<file path="src/verilog/csf_map.svh">
/*
  Register offset, field positions, reset value and BCD correction constants
  of the CPU condition status flag logic.
  Assumes it is included by bare name from the address checker, the flag unit and the bench.
*/
`ifndef CSF_MAP_SVH
`define CSF_MAP_SVH

// ********************************
// register offset and reset
// ********************************
`define CSF_STATUS_OFFSET 8'hD5
`define CSF_STATUS_RESET 8'h00

// ********************************
// field positions
// ********************************
`define CSF_POS_CARRY 7
`define CSF_POS_ZERO 6
`define CSF_POS_SIGN 5
`define CSF_POS_OVF 4
`define CSF_POS_DEC 3
`define CSF_POS_HALF 2
`define CSF_POS_FIS 1
`define CSF_POS_BANK 0

// ********************************
// decimal adjust constants
// ********************************
`define CSF_BCD_DIGIT_MAX 4'h9
`define CSF_BCD_BYTE_MAX 8'h99
`define CSF_BCD_CORR_DIGIT 4'h6

`endif

</file>
<file path="src/verilog/csf_pkg.sv">
/*
  Types shared by the status flag logic: flag layout, operation codes,
  register access request and addressing modes.
  Assumes csf_map.svh is on the include path.
*/
package csf_pkg;

  // flag byte, carry in the msb as laid out in the status register
  typedef struct packed {
    logic c;
    logic z;
    logic s;
    logic v;
    logic d;
    logic h;
    logic fast_irq_active_bit;
    logic ba;
  } csf_flags_t;

  typedef enum logic [4:0] {
    CSF_OP_ADD, CSF_OP_ADC, CSF_OP_SUB, CSF_OP_SBC, CSF_OP_CP,
    CSF_OP_INC, CSF_OP_DEC,
    CSF_OP_AND, CSF_OP_OR, CSF_OP_XOR, CSF_OP_COM,
    CSF_OP_RL, CSF_OP_RLC, CSF_OP_RR, CSF_OP_RRC, CSF_OP_SRA,
    CSF_OP_TEST,
    CSF_OP_DA,
    CSF_OP_SET_CARRY, CSF_OP_CLEAR_CARRY, CSF_OP_INVERT_CARRY,
    CSF_OP_BANK_ZERO, CSF_OP_BANK_ONE,
    CSF_OP_FAST_ENTER, CSF_OP_INTERRUPT_RETURN_OP
  } csf_op_t;

  // register file port as seen by the status register
  typedef struct packed {
    logic wr;
    logic rd;
    logic [7:0] addr;
    logic [7:0] wdata;
  } csf_reg_req_t;

  typedef enum logic [2:0] {
    CSF_AM_PAIR_REG, CSF_AM_PAIR_WORK, CSF_AM_RELATIVE,
    CSF_AM_INDEX_SHORT, CSF_AM_INDEX_LONG
  } csf_amode_t;

  typedef struct packed {
    csf_amode_t mode;
    logic [15:0] base;
    logic [15:0] offs;
  } csf_addr_req_t;

endpackage

</file>
<file path="src/verilog/csf_addr_calc.sv">
/*
  Operand address checker and effective address adder for register pair,
  relative and indexed operands.
  Assumes clk, rst and ce of the flag unit; result one cycle after request.
*/
`timescale 1ns/1ps
`include "csf_map.svh"

module csf_addr_calc import csf_pkg::*; (
  // clock and reset
  input wire logic clk,
  input wire logic rst,
  input wire logic ce,
  // request
  input wire logic req_valid,
  input wire csf_addr_req_t req,
  // answer
  output logic [15:0] ea_ff,
  output logic legal_ff,
  output logic done_ff
);

  logic [15:0] nxt_ea;
  logic nxt_legal;
  logic [15:0] sext_offs;

  assign sext_offs = {{8{req.offs[7]}}, req.offs[7:0]};

  // ********************************
  // address forming
  // ********************************
  always_comb begin
    nxt_ea = req.base;
    nxt_legal = 1'b1;
    unique case (req.mode)
      CSF_AM_PAIR_REG: begin
        nxt_legal = (req.base[15:8] == 8'h00) && !req.base[0]; // see (RULE20)
      end
      CSF_AM_PAIR_WORK: begin
        nxt_legal = (req.base[15:4] == 12'h000) && !req.base[0]; // see (RULE20)
      end
      CSF_AM_RELATIVE: begin
        // base is the address of the following instruction
        nxt_ea = req.base + sext_offs; // see (RULE21)
        nxt_legal = (req.offs[15:8] == {8{req.offs[7]}});
      end
      CSF_AM_INDEX_SHORT: begin
        nxt_ea = req.base + sext_offs; // see (RULE22)
        nxt_legal = !req.base[0] && (req.offs[15:8] == {8{req.offs[7]}});
      end
      CSF_AM_INDEX_LONG: begin
        nxt_ea = req.base + req.offs; // see (RULE22)
        nxt_legal = !req.base[0];
      end
      default: nxt_legal = 1'b0;
    endcase
  end

  always_ff @(posedge clk) begin
    if (rst) begin
      ea_ff <= 16'h0000;
      legal_ff <= 1'b0;
      done_ff <= 1'b0;
    end else if (ce) begin
      done_ff <= req_valid;
      if (req_valid) begin
        ea_ff <= nxt_ea;
        legal_ff <= nxt_legal;
      end
    end
  end
endmodule // csf_addr_calc

</file>
<file path="src/verilog/csf_flag_unit.sv">
/*
  Status flag generation and the 8-bit condition status register of the CPU,
  with operand address checking for the datapath.
  Assumes the sequencer issues one operation per enabled cycle and that the
  register file port and the sequencer run on the same clock.
*/
`timescale 1ns/1ps
`include "csf_map.svh"

// Summary of operation
// (RULE1) carry set on carry out or borrow
// (RULE2) rotate and shift load carry with outgoing bit
// (RULE3) set, clear and invert carry commands
// (RULE4) zero set when arithmetic or logic result zero
// (RULE5) zero set when test or shift result zero
// (RULE6) sign copies result most significant bit
// (RULE7) overflow set on signed range excess
// (RULE8) logic operations clear overflow
// (RULE9) decimal bit records add or subtract
// (RULE10) half carry from bit 3 or borrow
// (RULE11) decimal adjust uses half carry, decimal bit
// (RULE12) fast status set on entry, cleared on return
// (RULE13) fast status blocks interrupts, selects fast return
// (RULE14) bank bit selects upper register bank
// (RULE15) bank commands clear or set bank bit
// (RULE16) flag update plus register write: undefined value
// (RULE17) status register writable by non-flag instructions
// (RULE18) only upper four bits feed jumps
// (RULE19) and updates zero, sign, overflow
// (RULE20) register pairs use even addresses only
// (RULE21) relative displacement added to next address
// (RULE22) short index signed, long index unsigned
// (RULE23) unaffected bits keep previous value
module csf_flag_unit import csf_pkg::*; (
  // clock, reset, enable
  input wire logic clk,
  input wire logic rst,
  input wire logic ce,
  // operation from the sequencer
  input wire logic op_valid,
  input wire csf_op_t op,
  input wire logic [7:0] opnd_a,
  input wire logic [7:0] opnd_b,
  // register file port
  input wire csf_reg_req_t reg_req,
  output logic [7:0] reg_rdata_ff,
  // operation result
  output logic [7:0] result_ff,
  output logic result_we_ff,
  output csf_flags_t flags_ff,
  // to jump logic and interrupt control
  output logic [3:0] cond_flags,
  output logic irq_block,
  output logic fast_return_ff,
  output logic bank_sel,
  // operand address checking
  input wire logic addr_valid,
  input wire csf_addr_req_t addr_req,
  output logic [15:0] addr_ea,
  output logic addr_legal,
  output logic addr_done
);

  csf_flags_t nxt_flags;
  logic [7:0] nxt_result;
  logic nxt_result_we;
  logic flag_upd;
  logic [8:0] wide;
  logic [4:0] low;
  logic cin;
  logic [7:0] corr;
  logic reg_hit_wr;
  logic reg_hit_rd;

  assign reg_hit_wr = reg_req.wr && (reg_req.addr == `CSF_STATUS_OFFSET);
  assign reg_hit_rd = reg_req.rd && (reg_req.addr == `CSF_STATUS_OFFSET);

  // ********************************
  // flag and result computation
  // ********************************
  always_comb begin
    nxt_flags = flags_ff; // see (RULE23)
    nxt_result = result_ff;
    nxt_result_we = 1'b0;
    flag_upd = 1'b0;
    wide = 9'h000;
    low = 5'h00;
    corr = 8'h00;
    cin = (op == CSF_OP_ADC || op == CSF_OP_SBC) ? flags_ff.c : 1'b0;
    if (op_valid) begin
      flag_upd = 1'b1;
      unique case (op)
        CSF_OP_ADD, CSF_OP_ADC: begin
          wide = {1'b0, opnd_a} + {1'b0, opnd_b} + {8'h00, cin};
          low = {1'b0, opnd_a[3:0]} + {1'b0, opnd_b[3:0]} + {4'h0, cin};
          nxt_result = wide[7:0];
          nxt_result_we = 1'b1;
          nxt_flags.c = wide[8]; // see (RULE1)
          nxt_flags.z = (wide[7:0] == 8'h00); // see (RULE4)
          nxt_flags.s = wide[7]; // see (RULE6)
          nxt_flags.v = (opnd_a[7] == opnd_b[7]) && (wide[7] != opnd_a[7]); // see (RULE7)
          nxt_flags.h = low[4]; // see (RULE10)
          nxt_flags.d = 1'b0; // see (RULE9)
        end
        CSF_OP_SUB, CSF_OP_SBC, CSF_OP_CP: begin
          wide = {1'b0, opnd_a} - {1'b0, opnd_b} - {8'h00, cin};
          low = {1'b0, opnd_a[3:0]} - {1'b0, opnd_b[3:0]} - {4'h0, cin};
          nxt_result = wide[7:0];
          nxt_result_we = (op != CSF_OP_CP);
          nxt_flags.c = wide[8]; // see (RULE1)
          nxt_flags.z = (wide[7:0] == 8'h00); // see (RULE4)
          nxt_flags.s = wide[7]; // see (RULE6)
          nxt_flags.v = (opnd_a[7] != opnd_b[7]) && (wide[7] != opnd_a[7]); // see (RULE7)
          if (op != CSF_OP_CP) begin
            // compare leaves the bcd bookkeeping alone
            nxt_flags.h = low[4]; // see (RULE10)
            nxt_flags.d = 1'b1; // see (RULE9)
          end
        end
        CSF_OP_INC, CSF_OP_DEC: begin
          wide[7:0] = (op == CSF_OP_INC) ? opnd_a + 8'h01 : opnd_a - 8'h01;
          nxt_result = wide[7:0];
          nxt_result_we = 1'b1;
          nxt_flags.z = (wide[7:0] == 8'h00); // see (RULE4)
          nxt_flags.s = wide[7]; // see (RULE6)
          nxt_flags.v = (op == CSF_OP_INC) ? (opnd_a == 8'h7F) : (opnd_a == 8'h80); // see (RULE7)
        end
        CSF_OP_AND, CSF_OP_OR, CSF_OP_XOR, CSF_OP_COM: begin
          unique case (op)
            CSF_OP_AND: nxt_result = opnd_a & opnd_b;
            CSF_OP_OR: nxt_result = opnd_a | opnd_b;
            CSF_OP_XOR: nxt_result = opnd_a ^ opnd_b;
            default: nxt_result = ~opnd_a;
          endcase
          nxt_result_we = 1'b1;
          nxt_flags.z = (nxt_result == 8'h00); // see (RULE4) (RULE19)
          nxt_flags.s = nxt_result[7]; // see (RULE6) (RULE19)
          nxt_flags.v = 1'b0; // see (RULE8) (RULE19)
        end
        CSF_OP_RL, CSF_OP_RLC, CSF_OP_RR, CSF_OP_RRC, CSF_OP_SRA: begin
          unique case (op)
            CSF_OP_RL: wide = {opnd_a[7], opnd_a[6:0], opnd_a[7]};
            CSF_OP_RLC: wide = {opnd_a[7], opnd_a[6:0], flags_ff.c};
            CSF_OP_RR: wide = {opnd_a[0], opnd_a[0], opnd_a[7:1]};
            CSF_OP_RRC: wide = {opnd_a[0], flags_ff.c, opnd_a[7:1]};
            default: wide = {opnd_a[0], opnd_a[7], opnd_a[7:1]};
          endcase
          nxt_result = wide[7:0];
          nxt_result_we = 1'b1;
          nxt_flags.c = wide[8]; // see (RULE2)
          nxt_flags.z = (wide[7:0] == 8'h00); // see (RULE5)
          nxt_flags.s = wide[7]; // see (RULE6)
          // sign change through the shift counts as overflow
          nxt_flags.v = (op == CSF_OP_SRA) ? 1'b0 : (wide[7] != opnd_a[7]); // see (RULE7)
        end
        CSF_OP_TEST: begin
          // mask test: nothing written back
          nxt_result = opnd_a & opnd_b;
          nxt_flags.z = (nxt_result == 8'h00); // see (RULE5)
          nxt_flags.s = nxt_result[7]; // see (RULE6)
          nxt_flags.v = 1'b0; // see (RULE8)
        end
        CSF_OP_DA: begin
          if (!flags_ff.d) begin
            if (flags_ff.h || opnd_a[3:0] > `CSF_BCD_DIGIT_MAX) begin
              corr[3:0] = `CSF_BCD_CORR_DIGIT; // see (RULE11)
            end
            if (flags_ff.c || opnd_a > `CSF_BCD_BYTE_MAX) begin
              corr[7:4] = `CSF_BCD_CORR_DIGIT; // see (RULE11)
            end
            nxt_result = opnd_a + corr;
          end else begin
            if (flags_ff.h) begin
              corr[3:0] = `CSF_BCD_CORR_DIGIT; // see (RULE11)
            end
            if (flags_ff.c) begin
              corr[7:4] = `CSF_BCD_CORR_DIGIT; // see (RULE11)
            end
            nxt_result = opnd_a - corr;
          end
          nxt_result_we = 1'b1;
          nxt_flags.c = flags_ff.c || (corr[7:4] != 4'h0);
          nxt_flags.z = (nxt_result == 8'h00); // see (RULE4)
          nxt_flags.s = nxt_result[7]; // see (RULE6)
        end
        CSF_OP_SET_CARRY: nxt_flags.c = 1'b1; // see (RULE3)
        CSF_OP_CLEAR_CARRY: nxt_flags.c = 1'b0; // see (RULE3)
        CSF_OP_INVERT_CARRY: nxt_flags.c = ~flags_ff.c; // see (RULE3)
        CSF_OP_BANK_ZERO: nxt_flags.ba = 1'b0; // see (RULE15)
        CSF_OP_BANK_ONE: nxt_flags.ba = 1'b1; // see (RULE15)
        CSF_OP_FAST_ENTER: nxt_flags.fast_irq_active_bit = 1'b1; // see (RULE12)
        CSF_OP_INTERRUPT_RETURN_OP: nxt_flags.fast_irq_active_bit = 1'b0; // see (RULE12)
      endcase
    end
    if (reg_hit_wr) begin
      if (!flag_upd) begin
        nxt_flags = csf_flags_t'(reg_req.wdata); // see (RULE17)
      end else begin
        // clash gives an undefined value; op flags are ORed with the written bits that were clear before
        nxt_flags = nxt_flags | (csf_flags_t'(reg_req.wdata) & ~flags_ff); // see (RULE16)
      end
    end
  end

  // ********************************
  // status register
  // ********************************
  always_ff @(posedge clk) begin
    if (rst) begin
      flags_ff <= csf_flags_t'(`CSF_STATUS_RESET);
    end else if (ce) begin
      flags_ff <= nxt_flags;
    end
  end

  // ********************************
  // result and register read
  // ********************************
  always_ff @(posedge clk) begin
    if (rst) begin
      result_ff <= 8'h00;
      result_we_ff <= 1'b0;
    end else if (ce) begin
      result_ff <= nxt_result;
      result_we_ff <= nxt_result_we;
    end
  end

  always_ff @(posedge clk) begin
    if (rst) begin
      reg_rdata_ff <= 8'h00;
    end else if (ce) begin
      reg_rdata_ff <= reg_hit_rd ? flags_ff : 8'h00;
    end
  end

  // ********************************
  // fast interrupt return
  // ********************************
  always_ff @(posedge clk) begin
    if (rst) begin
      fast_return_ff <= 1'b0;
    end else if (ce) begin
      fast_return_ff <= op_valid && (op == CSF_OP_INTERRUPT_RETURN_OP) && flags_ff.fast_irq_active_bit; // see (RULE13)
    end
  end

  // decimal and half carry never reach the jump logic
  assign cond_flags = {flags_ff.c, flags_ff.z, flags_ff.s, flags_ff.v}; // see (RULE18)
  assign irq_block = flags_ff.fast_irq_active_bit; // see (RULE13)
  assign bank_sel = flags_ff.ba; // see (RULE14)

  // ********************************
  // operand addressing
  // ********************************
  csf_addr_calc u_addr (
    .clk(clk),
    .rst(rst),
    .ce(ce),
    .req_valid(addr_valid),
    .req(addr_req),
    .ea_ff(addr_ea),
    .legal_ff(addr_legal),
    .done_ff(addr_done)
  );
endmodule // csf_flag_unit

</file>
<file path="config.mk">
export PLATFORM = sky130hd
export DESIGN_NAME = csf_flag_unit
export DESIGN_NICKNAME = d
export VERILOG_FILES = /design/src/verilog/csf_pkg.sv /design/src/verilog/csf_addr_calc.sv /design/src/verilog/csf_flag_unit.sv
export VERILOG_INCLUDE_DIRS = /design/src /design/src/verilog
export SDC_FILE = /design/constraint.sdc
export NUM_CORES = 1
export LEC_CHECK = 0
export ABC_AREA = 0
export BUFFER_PORTS_ARGS = -buffer_cell sky130_fd_sc_hd__buf_2
export CAP_MARGIN = 20
export CORE_MARGIN = 2
export CORE_UTILIZATION = 35
export DETAILED_ROUTE_END_ITERATION = 10
export PLACE_DENSITY = 0.6
export SYNTH_ARGS = -nofsm -noshare
export SYNTH_HDL_FRONTEND = slang
export SYNTH_SLANG_ARGS = --single-unit
</file>
<file path="constraint.sdc">
create_clock -name clk -period 3.1 [get_ports clk]
set_input_delay 0.31 -clock clk [delete_from_list [all_inputs] [get_ports clk]]
set_output_delay 0.31 -clock clk [all_outputs]
set_load 0.01 [all_outputs]
</file>
==> results.ini <==
[critical_path]
start_kind = register
cp.arrival_ns = 3.08
path_class = register to register
path_max_fanout = 2
cp.required_ns = 3.28
worst_setup_path_end_kind = register

[drt]
viasPerCell = 5.70
drc = 0
wl_um = 21600
vias = 6726
ant_nets = 0
drt_iter0_drc = 575
drtPass1Iterations = 6
wire_per_inst_um = 18.3

[cells_and_area]
nNetsFinal = 1110
layout-drive-gt1-share = 0.262
area_growth_pct = 26.6
post-route-util = 0.457
fin_area_mm2 = 0.00731
num_antenna_cells = 0
fin_cells = 1181

[global_route]
antenna_found_initial = 0
grt.overflow.total = 0
grt_pass1_wl_um = 34300
grt_max_degree = 33
globalRouteTotalUtil = 0.240
grt_pass1_vias = 6398

[outcome]
status = finished clean

[yosys]
yosysWarningCount = 0
syn_avg_cell_area_um2 = 7.26
synth_edf_count = 0
synth.cell_area_mm2 = 0.00577
async_reset_ff_frac = 0
synth.distinct_cells = 80
ys.flop_type = dfxtp_1
synth_cells = 795
ys_seq_elements = 44
ys_seq_area_frac = 0.153
synth_nets = 941

[floorplanning]
die_x_um = 132
dieHeight_um = 132
ios = 129
dieArea_mm2 = 0.0175
core_mm2 = 0.0160
initial_utilization = 0.361
rows = 46

[sta]
grt_setup_unrepaired = no
period_needed_ns = 2.91
max_slew_margin = 0.553
finalSetupViolCount = 0
clock.fmax_mhz = 344
setup_tns_ns = 0
min_period_over_period = 0.937
hold_viol_final = 0
fin_skew_ns = 0.00278
tightest_slew_ns = 0.664
drv_slew = 0
setup_slack_ns = 0.195

[placement]
io_buffers = 128
place_area_mm2 = 0.00707
gp_congestion = 0.997
placed_cells = 1171
hpwlAfterDp_um = 17000
pre_cts_ws_ns = -0.144

[clock_network]
clkLatencyLatePin_ns = 0.29
h-tree-depth = 2
cts_root_buf = clkbuf_16
cts.sinks = 44
clk_pin_slew_ns = 0.07
cts_hold_buf = 0
cts_buffer_depth = 2
cts_made_buffers = 5
cts_tree = yes

[pwr]
p_per_area_mw_per_mm2 = 312
power.leakage_nw = 3.33
peakVddDrop_mv = 0.215

[job]
cap_violations = 0

[worst_hold_path]
hold_path_class = input pin to register

power breakdown:
part / internal [W] / switching (W) / leakage [nW]
combinational: 0.000468 / 0.000628 / 2.90
sequential: 0.000592 / 0.0000168 / 0.359
clock: 0.000323 / 0.000254 / 0.0772
total: 0.00138 / 0.000899 / 3.33
layout by cell type (no fill, tap or decap), types with 13 or more instances in the layout:
cell / instances
nor2_1: 73
buf_2: 128
xnor2_1: 22
o21ai_0: 51
a221oi_1: 13
a211oi_1: 15
ha_1: 61
nor2b_1: 18
a21oi_1: 67
nand3_1: 30
nand2_1: 72
inv_1: 43
xor2_1: 14
nor3_1: 13
buf_4: 85
a21o_1: 16
dfxtp_1: 44
critical path, cell delays in order (launching register included):
cell and delay, ns:
dfxtp_1 0.34, and3_4 0.20, buf_4 0.11, fa_2 0.21, inv_1 0.06, fa_2 0.35, nor2b_2 0.14, o21ai_0 0.09
nand2b_1 0.17, xnor2_2 0.16, nand4_1 0.14, nor4_2 0.31, nor4_1 0.10, a2111oi_1 0.39
synthesized netlist by cell type, drive strengths merged, types with 15 or more instances:
| master | number | area share |
|---|---|---|
| a21o | 16 | 0.021 |
| nor2 | 75 | 0.049 |
| o21ai | 56 | 0.049 |
| ha | 61 | 0.13 |
| inv | 45 | 0.029 |
| nor2b | 19 | 0.021 |
| a21oi | 70 | 0.062 |
| clkbuf | 24 | 0.016 |
| a211oi | 16 | 0.021 |
| nand3 | 30 | 0.026 |
| buf | 28 | 0.029 |
| nand2 | 72 | 0.047 |
| nor3 | 15 | 0.013 |
| dfxtp | 44 | 0.15 |
| xnor2 | 23 | 0.035 |
per-layer routing:
metal  GRT usage  vias up  part of all wire
met5           0        -                 0
met3      0.0303       44             0.069
li1            -     3254                 -
met4      0.0836        0             0.033
met2       0.376      331              0.44
met1       0.340     3097              0.46
path summary, 6_finish.rpt:
check	start	end	slack, ns	cells after the start
setup / recovery	cond_flags[3]	cond_flags[2]	0.19	13
setup reg to reg	cond_flags[3]	cond_flags[2]	0.19	13
hold / removal	addr_req[21]	u_addr.ea_ff[5]	0.30	3
hold reg to reg	result_ff[3]	result_ff[3]	0.46	2
registers in the layout (all words and copies together), names as in the netlist:
signal           flops
irq_block            1
fast_return_ff       1
flags_ff             2
cond_flags           4
u_addr.legal_ff      1
result_we_ff         1
result_ff            8
bank_sel             1
u_addr.ea_ff        16
reg_rdata_ff         8
u_addr.done_ff       1
cells by family (layout without fill, tap and decap cells):
logic type / after synthesis / count (layout) / synth area share
adder cells (fa/ha/maj): 67 / 67 / 0.153
buffers and inverters: 98 / 268 / 0.0750
AND/OR/NAND/NOR: 284 / 284 / 0.249
multiplexers: 7 / 7 / 0.0121
XOR/XNOR: 38 / 38 / 0.0600
flip-flops: 44 / 44 / 0.153
AO/OA/AOI/OAI: 257 / 257 / 0.298
layout make-up:
type	count	area (µm²)
Sequential cell	44	881
Multi-Input combinational cell	653	4530
Clock inverter	2	13.8
Fill cell	1670	8690
Inverter	46	173
Clock buffer	6	139
Tap cell	216	270
Timing Repair Buffer	214	1300
metrics by stage:
| stage | total power (W) | hold slack (ns) |
|---|---|---|
| 3_5_place_dp | 0.00167 | 0.449 |
| 6_report | 0.00228 | 0.296 |
| 5_1_grt | 0.00242 | 0.310 |
| 3_3_place_gp | 0.00168 | 0.442 |
| 4_1_cts | 0.00226 | 0.291 |
| 2_1_floorplan | 0.00127 | 0.469 |
timing repair:
item	4_1_cts	5_1_grt
resized for setup	0	16
endpoints found under the setup margin	0	4
setup buffers	0	2
(Power assumes the default switching activity.)
